<file path="src/pkg/nip_params.svh">
// Register offsets, field positions and reset values of the node block
`ifndef NIP_PARAMS_SVH
`define NIP_PARAMS_SVH
`define NIP_ADDR_W 12
`define NIP_OFF_NODE 12'h0E8
`define NIP_OFF_PHY 12'h0EC
`define NIP_OFF_ISTAT 12'h100
`define NIP_OFF_IMASK 12'h104
`define NIP_VALID_BIT 31
`define NIP_ROOT_BIT 30
`define NIP_CPS_BIT 27
`define NIP_SEG_HI 15
`define NIP_SEG_LO 6
`define NIP_IDX_HI 5
`define NIP_IDX_LO 0
`define NIP_RDONE_BIT 31
`define NIP_RBIDX_HI 27
`define NIP_RBIDX_LO 24
`define NIP_RBVAL_HI 23
`define NIP_RBVAL_LO 16
`define NIP_RDREQ_BIT 15
`define NIP_WRREQ_BIT 14
`define NIP_TIDX_HI 11
`define NIP_TIDX_LO 8
`define NIP_WVAL_HI 7
`define NIP_WVAL_LO 0
`define NIP_SEG_RST 10'h3FF
`define NIP_IDX_RST 6'h3F
`define NIP_INT_W 4
`define NIP_INT_BUSRST 0
`define NIP_INT_NODEOK 1
`define NIP_INT_PHYRX 2
`define NIP_INT_SENT 3
`endif

</file>
<file path="src/pkg/nip_pkg.sv">
// Types shared by the node identity and physical-layer access block
package nip_pkg;
    typedef struct packed {
        logic rd;
        logic wr;
        logic [3:0] index;
        logic [7:0] value;
    } nip_phy_req_t;
    typedef struct packed {
        logic valid;
        logic [3:0] index;
        logic [7:0] value;
    } nip_phy_rx_t;
    typedef enum logic [1:0] {
        NIP_ST_IDLE = 2'b01,
        NIP_ST_ACCESS = 2'b10
    } nip_apb_st_t;
endpackage : nip_pkg

</file>
<file path="src/rtl/nip_node_id_phy_regs.sv">
// Node identity and physical-layer register access bank on APB
//
// Function
// - Node ID is segment and index concatenated
// - Valid flag clears on reset, sets on index
// - Root flag set when root during reset
// - Cable power flag follows physical layer report
// - Reserved identity bits always read zero
// - Bus segment writable, hardware may update
// - Index loaded after self-ID, not writable
// - Register gives physical-layer read/write access
// - Read complete clears on request, sets on arrival
// - One request bit at a time, cleared when sent
// - Capture index and value of received register
// - Target and write value; value unused for reads
`timescale 1ns/1ns
`include "nip_params.svh"

module nip_node_id_phy_regs (
    input wire logic core_clk, // 50 MHz clock
    input wire logic rst_n, // Asynchronous reset
    input wire logic psel, // APB select
    input wire logic penable, // APB enable
    input wire logic pwrite, // APB direction
    input wire logic [`NIP_ADDR_W-1:0] paddr, // APB byte address
    input wire logic [31:0] pwdata, // APB write data
    output logic pready, // APB ready
    output logic [31:0] prdata, // APB read data
    output logic pslverr, // APB error on unmapped address
    input wire logic busResetDet, // Serial bus reset seen, pulse
    input wire logic selfIdDone, // New node index delivered, pulse
    input wire logic [5:0] selfIdNodeIndex, // Index from physical layer
    input wire logic phyIsRoot, // Physical layer reports root
    input wire logic cablePowerOk, // Cable power in good condition
    input wire logic segUpdate, // Hardware load of bus segment
    input wire logic [9:0] segUpdateValue, // Segment to load
    input wire logic phyReqSent, // Physical layer took the request
    input wire nip_pkg::nip_phy_rx_t phyRx, // Register transfer received
    output nip_pkg::nip_phy_req_t phyReq, // Pending request to PHY
    output logic [15:0] nodeId, // Node identifier
    output logic irq // Level interrupt
);

    nip_pkg::nip_apb_st_t state_ff;
    nip_pkg::nip_apb_st_t nxt_state;
    logic pready_ff;
    logic pslverr_ff;
    logic [31:0] prdata_ff;
    logic valid_ff;
    logic nxt_valid;
    logic resetActive_ff;
    logic nxt_resetActive;
    logic root_ff;
    logic nxt_root;
    logic cps_ff;
    logic [9:0] seg_ff;
    logic [9:0] nxt_seg;
    logic [5:0] idx_ff;
    logic [5:0] nxt_idx;
    nip_pkg::nip_phy_req_t req_ff;
    nip_pkg::nip_phy_req_t nxt_req;
    logic phy_read_complete_ff;
    logic nxt_phy_read_complete;
    logic [3:0] rbIdx_ff;
    logic [7:0] rbVal_ff;
    logic [`NIP_INT_W-1:0] stat_ff;
    logic [`NIP_INT_W-1:0] nxt_stat;
    logic [`NIP_INT_W-1:0] mask_ff;
    logic [`NIP_INT_W-1:0] nxt_mask;
    logic irq_ff;

    // Address decode
    wire setupPh = psel & ~penable;
    wire wrEn = psel & penable & pready_ff & pwrite;
    wire hitNode = (paddr == `NIP_OFF_NODE);
    wire hitPhy = (paddr == `NIP_OFF_PHY);
    wire hitStat = (paddr == `NIP_OFF_ISTAT);
    wire hitMask = (paddr == `NIP_OFF_IMASK);
    wire hitAny = hitNode | hitPhy | hitStat | hitMask;
    wire reqBusy = req_ff.rd | req_ff.wr;
    wire wrNode = wrEn & hitNode;
    // A new request cannot overwrite one still waiting for the PHY
    wire wrPhy = wrEn & hitPhy & ~reqBusy;
    wire wrStat = wrEn & hitStat;
    wire wrMask = wrEn & hitMask;
    wire swRd = pwdata[`NIP_RDREQ_BIT];
    wire swWr = pwdata[`NIP_WRREQ_BIT];
    wire newReq = wrPhy & (swRd | swWr);
    wire reqDone = phyReqSent & reqBusy;

    // Read views; reserved bits are tied low
    wire [31:0] nodeRd = {valid_ff, root_ff, 2'h0, cps_ff, 11'h000,
                          seg_ff, idx_ff};
    wire [31:0] phyRd = {phy_read_complete_ff, 3'h0, rbIdx_ff, rbVal_ff,
                         req_ff.rd, req_ff.wr, 2'h0,
                         req_ff.index, req_ff.value};
    wire [31:0] statRd = {{(32-`NIP_INT_W){1'b0}}, stat_ff};
    wire [31:0] maskRd = {{(32-`NIP_INT_W){1'b0}}, mask_ff};
    wire [31:0] rdMux = hitNode ? nodeRd :
                        hitPhy ? phyRd :
                        hitStat ? statRd :
                        hitMask ? maskRd : 32'h0000_0000;

    // APB answer: access phase always lasts exactly one cycle
    always_comb begin
        case (state_ff)
            nip_pkg::NIP_ST_IDLE: begin
                nxt_state = setupPh ? nip_pkg::NIP_ST_ACCESS
                                    : nip_pkg::NIP_ST_IDLE;
            end
            nip_pkg::NIP_ST_ACCESS: begin
                nxt_state = nip_pkg::NIP_ST_IDLE;
            end
            default: begin
                nxt_state = nip_pkg::NIP_ST_IDLE;
            end
        endcase
    end

    always_ff @(posedge core_clk or negedge rst_n) begin
        if (!rst_n) begin
            state_ff <= nip_pkg::NIP_ST_IDLE;
            pready_ff <= 1'b0;
            pslverr_ff <= 1'b0;
            prdata_ff <= 32'h0000_0000;
        end else begin
            state_ff <= nxt_state;
            pready_ff <= (nxt_state == nip_pkg::NIP_ST_ACCESS);
            pslverr_ff <= setupPh & ~hitAny;
            prdata_ff <= (setupPh & ~pwrite) ? rdMux : 32'h0000_0000;
        end
    end

    // Node identity; a new bus reset outranks a same-cycle index
    assign nxt_valid = busResetDet ? 1'b0 :
                       selfIdDone ? 1'b1 : valid_ff;
    assign nxt_resetActive = busResetDet ? 1'b1 :
                             selfIdDone ? 1'b0 : resetActive_ff;
    // Root is only sampled while reset processing is under way
    assign nxt_root = busResetDet ? 1'b0 :
                      (resetActive_ff & phyIsRoot) ? 1'b1 :
                      root_ff;
    // Hardware load wins so a bridge update is never lost
    assign nxt_seg = segUpdate ? segUpdateValue :
                     wrNode ? pwdata[`NIP_SEG_HI:`NIP_SEG_LO] :
                     seg_ff;
    // Software writes never reach the index
    assign nxt_idx = selfIdDone ? selfIdNodeIndex : idx_ff;

    always_ff @(posedge core_clk or negedge rst_n) begin
        if (!rst_n) begin
            valid_ff <= 1'b0;
            resetActive_ff <= 1'b0;
            root_ff <= 1'b0;
            cps_ff <= 1'b0;
            seg_ff <= `NIP_SEG_RST;
            idx_ff <= `NIP_IDX_RST;
        end else begin
            valid_ff <= nxt_valid;
            resetActive_ff <= nxt_resetActive;
            root_ff <= nxt_root;
            cps_ff <= cablePowerOk;
            seg_ff <= nxt_seg;
            idx_ff <= nxt_idx;
        end
    end

    // Physical-layer access; read wins if software sets both bits
    always_comb begin
        nxt_req = req_ff;
        if (wrPhy) begin
            nxt_req.rd = swRd;
            nxt_req.wr = swWr & ~swRd;
            nxt_req.index = pwdata[`NIP_TIDX_HI:`NIP_TIDX_LO];
            nxt_req.value = pwdata[`NIP_WVAL_HI:`NIP_WVAL_LO];
        end else if (reqDone) begin
            nxt_req.rd = 1'b0;
            nxt_req.wr = 1'b0;
        end
    end

    // An arriving transfer wins over a same-cycle request
    assign nxt_phy_read_complete = phyRx.valid ? 1'b1 :
                        newReq ? 1'b0 : phy_read_complete_ff;

    always_ff @(posedge core_clk or negedge rst_n) begin
        if (!rst_n) begin
            req_ff <= '0;
            phy_read_complete_ff <= 1'b0;
            rbIdx_ff <= 4'h0;
            rbVal_ff <= 8'h00;
        end else begin
            req_ff <= nxt_req;
            phy_read_complete_ff <= nxt_phy_read_complete;
            if (phyRx.valid) begin
                rbIdx_ff <= phyRx.index;
                rbVal_ff <= phyRx.value;
            end
        end
    end

    // Sticky events, write one to clear; a new event wins
    wire [`NIP_INT_W-1:0] events = {reqDone, phyRx.valid,
                                    selfIdDone, busResetDet};
    wire [`NIP_INT_W-1:0] clrBits = wrStat ? pwdata[`NIP_INT_W-1:0]
                                           : {`NIP_INT_W{1'b0}};
    assign nxt_stat = (stat_ff & ~clrBits) | events;
    assign nxt_mask = wrMask ? pwdata[`NIP_INT_W-1:0] : mask_ff;

    always_ff @(posedge core_clk or negedge rst_n) begin
        if (!rst_n) begin
            stat_ff <= {`NIP_INT_W{1'b0}};
            mask_ff <= {`NIP_INT_W{1'b0}};
            irq_ff <= 1'b0;
        end else begin
            stat_ff <= nxt_stat;
            mask_ff <= nxt_mask;
            irq_ff <= |(nxt_stat & nxt_mask);
        end
    end

    assign pready = pready_ff;
    assign prdata = prdata_ff;
    assign pslverr = pslverr_ff;
    assign phyReq = req_ff;
    assign nodeId = {seg_ff, idx_ff};
    assign irq = irq_ff;
endmodule : nip_node_id_phy_regs

</file>
<file path="config.mk">
export PLATFORM = sky130hd
export DESIGN_NAME = nip_node_id_phy_regs
export DESIGN_NICKNAME = d
export VERILOG_FILES = /design/src/pkg/nip_pkg.sv /design/src/rtl/nip_node_id_phy_regs.sv
export VERILOG_INCLUDE_DIRS = /design/src /design/src/pkg
export SDC_FILE = /design/constraint.sdc
export NUM_CORES = 1
export LEC_CHECK = 0
export ABC_CLOCK_PERIOD_IN_PS = 2150
export BUFFER_PORTS_ARGS = -buffer_cell sky130_fd_sc_hd__buf_4
export CAP_MARGIN = 20
export CORE_MARGIN = 3
export CORE_UTILIZATION = 48
export CTS_CLUSTER_SIZE = 30
export DETAILED_ROUTE_END_ITERATION = 7
export GPL_ROUTABILITY_DRIVEN = 0
export PLACE_DENSITY = 0.79
export SLEW_MARGIN = 10
export SYNTH_ARGS = -nofsm -noshare
export SYNTH_HDL_FRONTEND = slang
export SYNTH_SLANG_ARGS = --single-unit
</file>
<file path="constraint.sdc">
create_clock -name core_clk -period 2.15 [get_ports core_clk]
set_input_delay 0.43 -clock core_clk [delete_from_list [all_inputs] [get_ports core_clk]]
set_output_delay 0.43 -clock core_clk [all_outputs]
set_load 0.05 [all_outputs]
</file>
==> results_tabular.tex <==
\begin{tabular}{lr}
\hline
Metric & Value \\
\hline
\multicolumn{2}{l}{\textbf{Run status}} \\
\quad Result of the run & finished, final reports clean \\
\multicolumn{2}{l}{\textbf{Route}} \\
\quad Routed wire length & approximately 8600 um \\
\quad Final ANT Viol Nets & 0 \\
\quad Routed via count & between 2,000 and 3,000 \\
\quad Via density per instance & roughly 5.1 \\
\quad Detail-routed net length per standard cell & 15.9 um \\
\quad Detailed-route DRC error count & 0 \\
\quad Number of violations reported at the end of detailed-routing iteration 0 & about 160 \\
\quad Router iterations before antenna repair & 4 \\
\multicolumn{2}{l}{\textbf{Global route}} \\
\quad Number of antenna violations at the first check in global routing & 0 \\
\quad Global-route track usage on met3 & 0.0401 \\
\quad GRT Util Overall & 0.197 \\
\quad Wire length of the first global-routing pass & between 10,000 and 15,000 um \\
\quad Number of global-route vias before repair & 2,697 \\
\quad Global Route met1 Usage & 0.262 \\
\quad Global-route met2 utilization & 0.323 \\
\quad GRT busiest layer & met2 \\
\quad Maximum number of pins on one net before global-route repair & 45 \\
\quad Remaining Overflow, GRT & 0 \\
\multicolumn{2}{l}{\textbf{CTS}} \\
\quad Post-CTS repair timing setup buffer count & 0 \\
\quad \# clock sinks & just under 90 \\
\quad Hold-fix buffer count after cts & 0 \\
\quad Clock slew at reported path FFs & approximately 100 ps \\
\quad Number of levels in the clock H-tree & 3 \\
\quad Number of clock buffers inserted by TritonCTS & 9 \\
\quad Skew-Pair Late Insertion Delay & 350 ps \\
\quad Resized cells post-CTS & 0 \\
\quad Clock tree from TritonCTS & yes \\
\quad Maximum clock path buffer count & 2 \\
\quad Clock root buffer & sky130\_fd\_sc\_hd\_\_clkbuf\_8 \\
\multicolumn{2}{l}{\textbf{Place}} \\
\quad Number of port buffers & 130 \\
\quad Detailed-placement wirelength estimate & approximately 6400 um \\
\quad Pre-CTS WS & 37.8 ps \\
\multicolumn{2}{l}{\textbf{Final layout}} \\
\quad Top library cells by usage in the layout, fill and taps aside & sky130\_fd\_sc\_hd\_\_buf\_4 (142), sky130\_fd\_sc\_hd\_\_dfrtp\_1 (72), sky130\_fd\_sc\_hd\_\_mux2i\_1 (34), sky130\_fd\_sc\_hd\_\_mux2\_2 (34), sky130\_fd\_sc\_hd\_\_nor2\_1 (22) \\
\quad Commonest non-fill, non-tap cell in the layout & sky130\_fd\_sc\_hd\_\_buf\_4 \\
\quad Layout overhead on the synthesized area & 36.3\% \\
\quad Antenna diode instance count & 0 \\
\quad Total Nets Final & just over 500 \\
\quad Layout cells sized above 1 & 0.498 \\
\multicolumn{2}{l}{\textbf{Logic synthesis}} \\
\quad Largest area contributor in the netlist & sky130\_fd\_sc\_hd\_\_dfrtp\_1 \\
\quad Cell count after synthesis & slightly below 300 \\
\quad Most area-consuming cells after synthesis & sky130\_fd\_sc\_hd\_\_dfrtp\_1 (48\%), sky130\_fd\_sc\_hd\_\_dfstp\_2 (12\%), sky130\_fd\_sc\_hd\_\_mux2\_2 (10\%), sky130\_fd\_sc\_hd\_\_mux2i\_1 (9.1\%), sky130\_fd\_sc\_hd\_\_and2\_1 (2.3\%) \\
\quad Seq/Total Area, Yosys & 0.603 \\
\quad Number of enable flip-flop cells after synthesis & 0 \\
\quad Syn Area/Cell & around 13 um\^{}2 \\
\quad Dominant synthesized flop cell & sky130\_fd\_sc\_hd\_\_dfrtp\_1 \\
\quad Synth cell types & 40 \\
\quad Total standard cell area after synthesis & about 3700 um\^{}2 \\
\quad Synth warn & 0 \\
\quad Post-synth top area share & 0.483 \\
\quad Share of synthesized flip-flops with an asynchronous set or reset & 1.00 \\
\quad Flip-flop and latch count after synthesis & 89 \\
\multicolumn{2}{l}{\textbf{Timing}} \\
\quad Fmax achieved & roughly 0.53 GHz \\
\quad Count of endpoints failing hold in the final timing report & 0 \\
\quad Clock Skew & approximately 10 ps \\
\quad Tmin final & 1890 ps \\
\quad Setup repair after global routing missed its margin & no \\
\quad Share of the cycle needed by the critical path after routing & 0.881 \\
\quad Setup total negative slack & 0 ps \\
\quad Final critical-path setup slack & 256 ps \\
\quad Final setup viols & 0 \\
\quad Slew Viols, Final & 0 \\
\multicolumn{2}{l}{\textbf{Die}} \\
\quad Die Height & between 90 and 100 um \\
\quad Initial core utilization & 0.504 \\
\quad Std-Cell Rows & 31 \\
\quad Core outline area & $\sim$7400 um\^{}2 \\
\quad Total die area & approximately 8900 um\^{}2 \\
\quad IO Pins & $\sim$150 \\
\quad Horizontal extent of the die & between 90 and 100 um \\
\multicolumn{2}{l}{\textbf{Worst hold path}} \\
\quad Worst hold path class & primary input to asynchronous set/reset pin \\
\multicolumn{2}{l}{\textbf{Power and ir drop}} \\
\quad Cell area power density & between 600 and 700 nW/um\^{}2 \\
\quad Static Leak & 2.51 nW \\
\quad Maximum vdd drop & around 0.00042 V \\
\quad Overall Power & $\sim$0.0033 W \\
\multicolumn{2}{l}{\textbf{Worst setup path}} \\
\quad CP arrival & approximately 2100 ps \\
\quad Largest driver fanout on the critical path & 4 \\
\quad Crit path kind & register to register \\
\quad Worst setup EP type & register \\
\quad Launching element type of the critical path & register \\
\quad Required time at the endpoint of the critical path & $\sim$2400 ps \\
\multicolumn{2}{l}{\textbf{Run}} \\
\quad Max Cap Viol & 0 \\
\hline
\end{tabular}
worst max-delay path, cell delays in order, from the launching register on:
cell	delay [ps]
sky130_fd_sc_hd__dfrtp_1	430
sky130_fd_sc_hd__o21a_1	230
sky130_fd_sc_hd__or3b_2	440
sky130_fd_sc_hd__mux2i_1	140
sky130_fd_sc_hd__nor3_1	80
sky130_fd_sc_hd__or4_1	460
per-layer routing:
layer	vias to the layer above	part of all wire
li1	1302	-
met1	1351	0.42
met2	98	0.50
met3	7	0.071
met4	0	0.0079
met5	-	0
Yosys cell counts (2+ instances only):
cell and instances:
sky130_fd_sc_hd__o22ai_1 4, sky130_fd_sc_hd__mux2i_1 34, sky130_fd_sc_hd__nor3_1 10, sky130_fd_sc_hd__nor3b_1 2, sky130_fd_sc_hd__dfstp_2 17, sky130_fd_sc_hd__buf_4 4, sky130_fd_sc_hd__nand2_1 16, sky130_fd_sc_hd__nor2_1 22
sky130_fd_sc_hd__and2_1 14, sky130_fd_sc_hd__a21o_1 6, sky130_fd_sc_hd__buf_2 3, sky130_fd_sc_hd__nand3_1 5, sky130_fd_sc_hd__o22a_1 4, sky130_fd_sc_hd__inv_1 6, sky130_fd_sc_hd__clkbuf_1 7, sky130_fd_sc_hd__dfrtp_1 72
sky130_fd_sc_hd__mux2_2 34, sky130_fd_sc_hd__o21ai_0 12
power by group:
group | switching [W] | internal, W
logic | 0.000261 | 0.000195
clock network | 0.000614 | 0.000466
registers | 0.0000383 | 0.00176
total | 0.000913 | 0.00242
stage by stage:
step	util	hold WS (ps)	instances	area, um^2
2_1_floorplan	-	134	295	3730
3_3_place_gp	0.661	389	523	4890
3_5_place_dp	0.661	389	523	4890
4_1_cts	0.686	0.257	539	5080
5_1_grt	0.686	14.4	539	5080
6_report	0.686	5.47	539	5080
final timing paths:
check,cells after the start,slack (ps),to,startpoint
worst max-delay path,5,260,irq,phyReq[12]
worst min-delay path,1,5,prdata[27],rst_n
worst max register to register,5,260,irq,phyReq[12]
worst min register to register,1,480,prdata[25],rbIdx_ff[1]
max in group asynchronous,2,1530,idx_ff[4],rst_n
min in group core_clk,1,180,cps_ff,cablePowerOk
flip-flops by register name, summed over array words and instances, names as in the netlist, 4 cells and up:
name and flops:
phyReq 14, idx_ff 6, rbVal_ff 8, seg_ff 10, stat_ff 4, prdata 30, rbIdx_ff 4, mask_ff 4
kinds of logic after synthesis:
family | count (synthesis) | share of synthesized area
flip-flops | 89 | 0.603
AND/OR/NAND/NOR | 85 | 0.126
multiplexers | 68 | 0.194
AO/OA/AOI/OAI | 29 | 0.0490
buffers and inverters | 22 | 0.0272
other | 1 | 0.00101
cell type report:
| type | count | area (um^2) |
|---|---|---|
| clock buffers | 10 | 138 |
| clock inverters | 6 | 51.3 |
| fillers | 578 | 2320 |
| inverters | 7 | 26.3 |
| multi-input cells | 184 | 1390 |
| flip-flops and latches | 89 | 2250 |
| well taps | 99 | 124 |
| repair buffers | 144 | 1110 |
No activity file was read; power rests on OpenSTA's default activity.
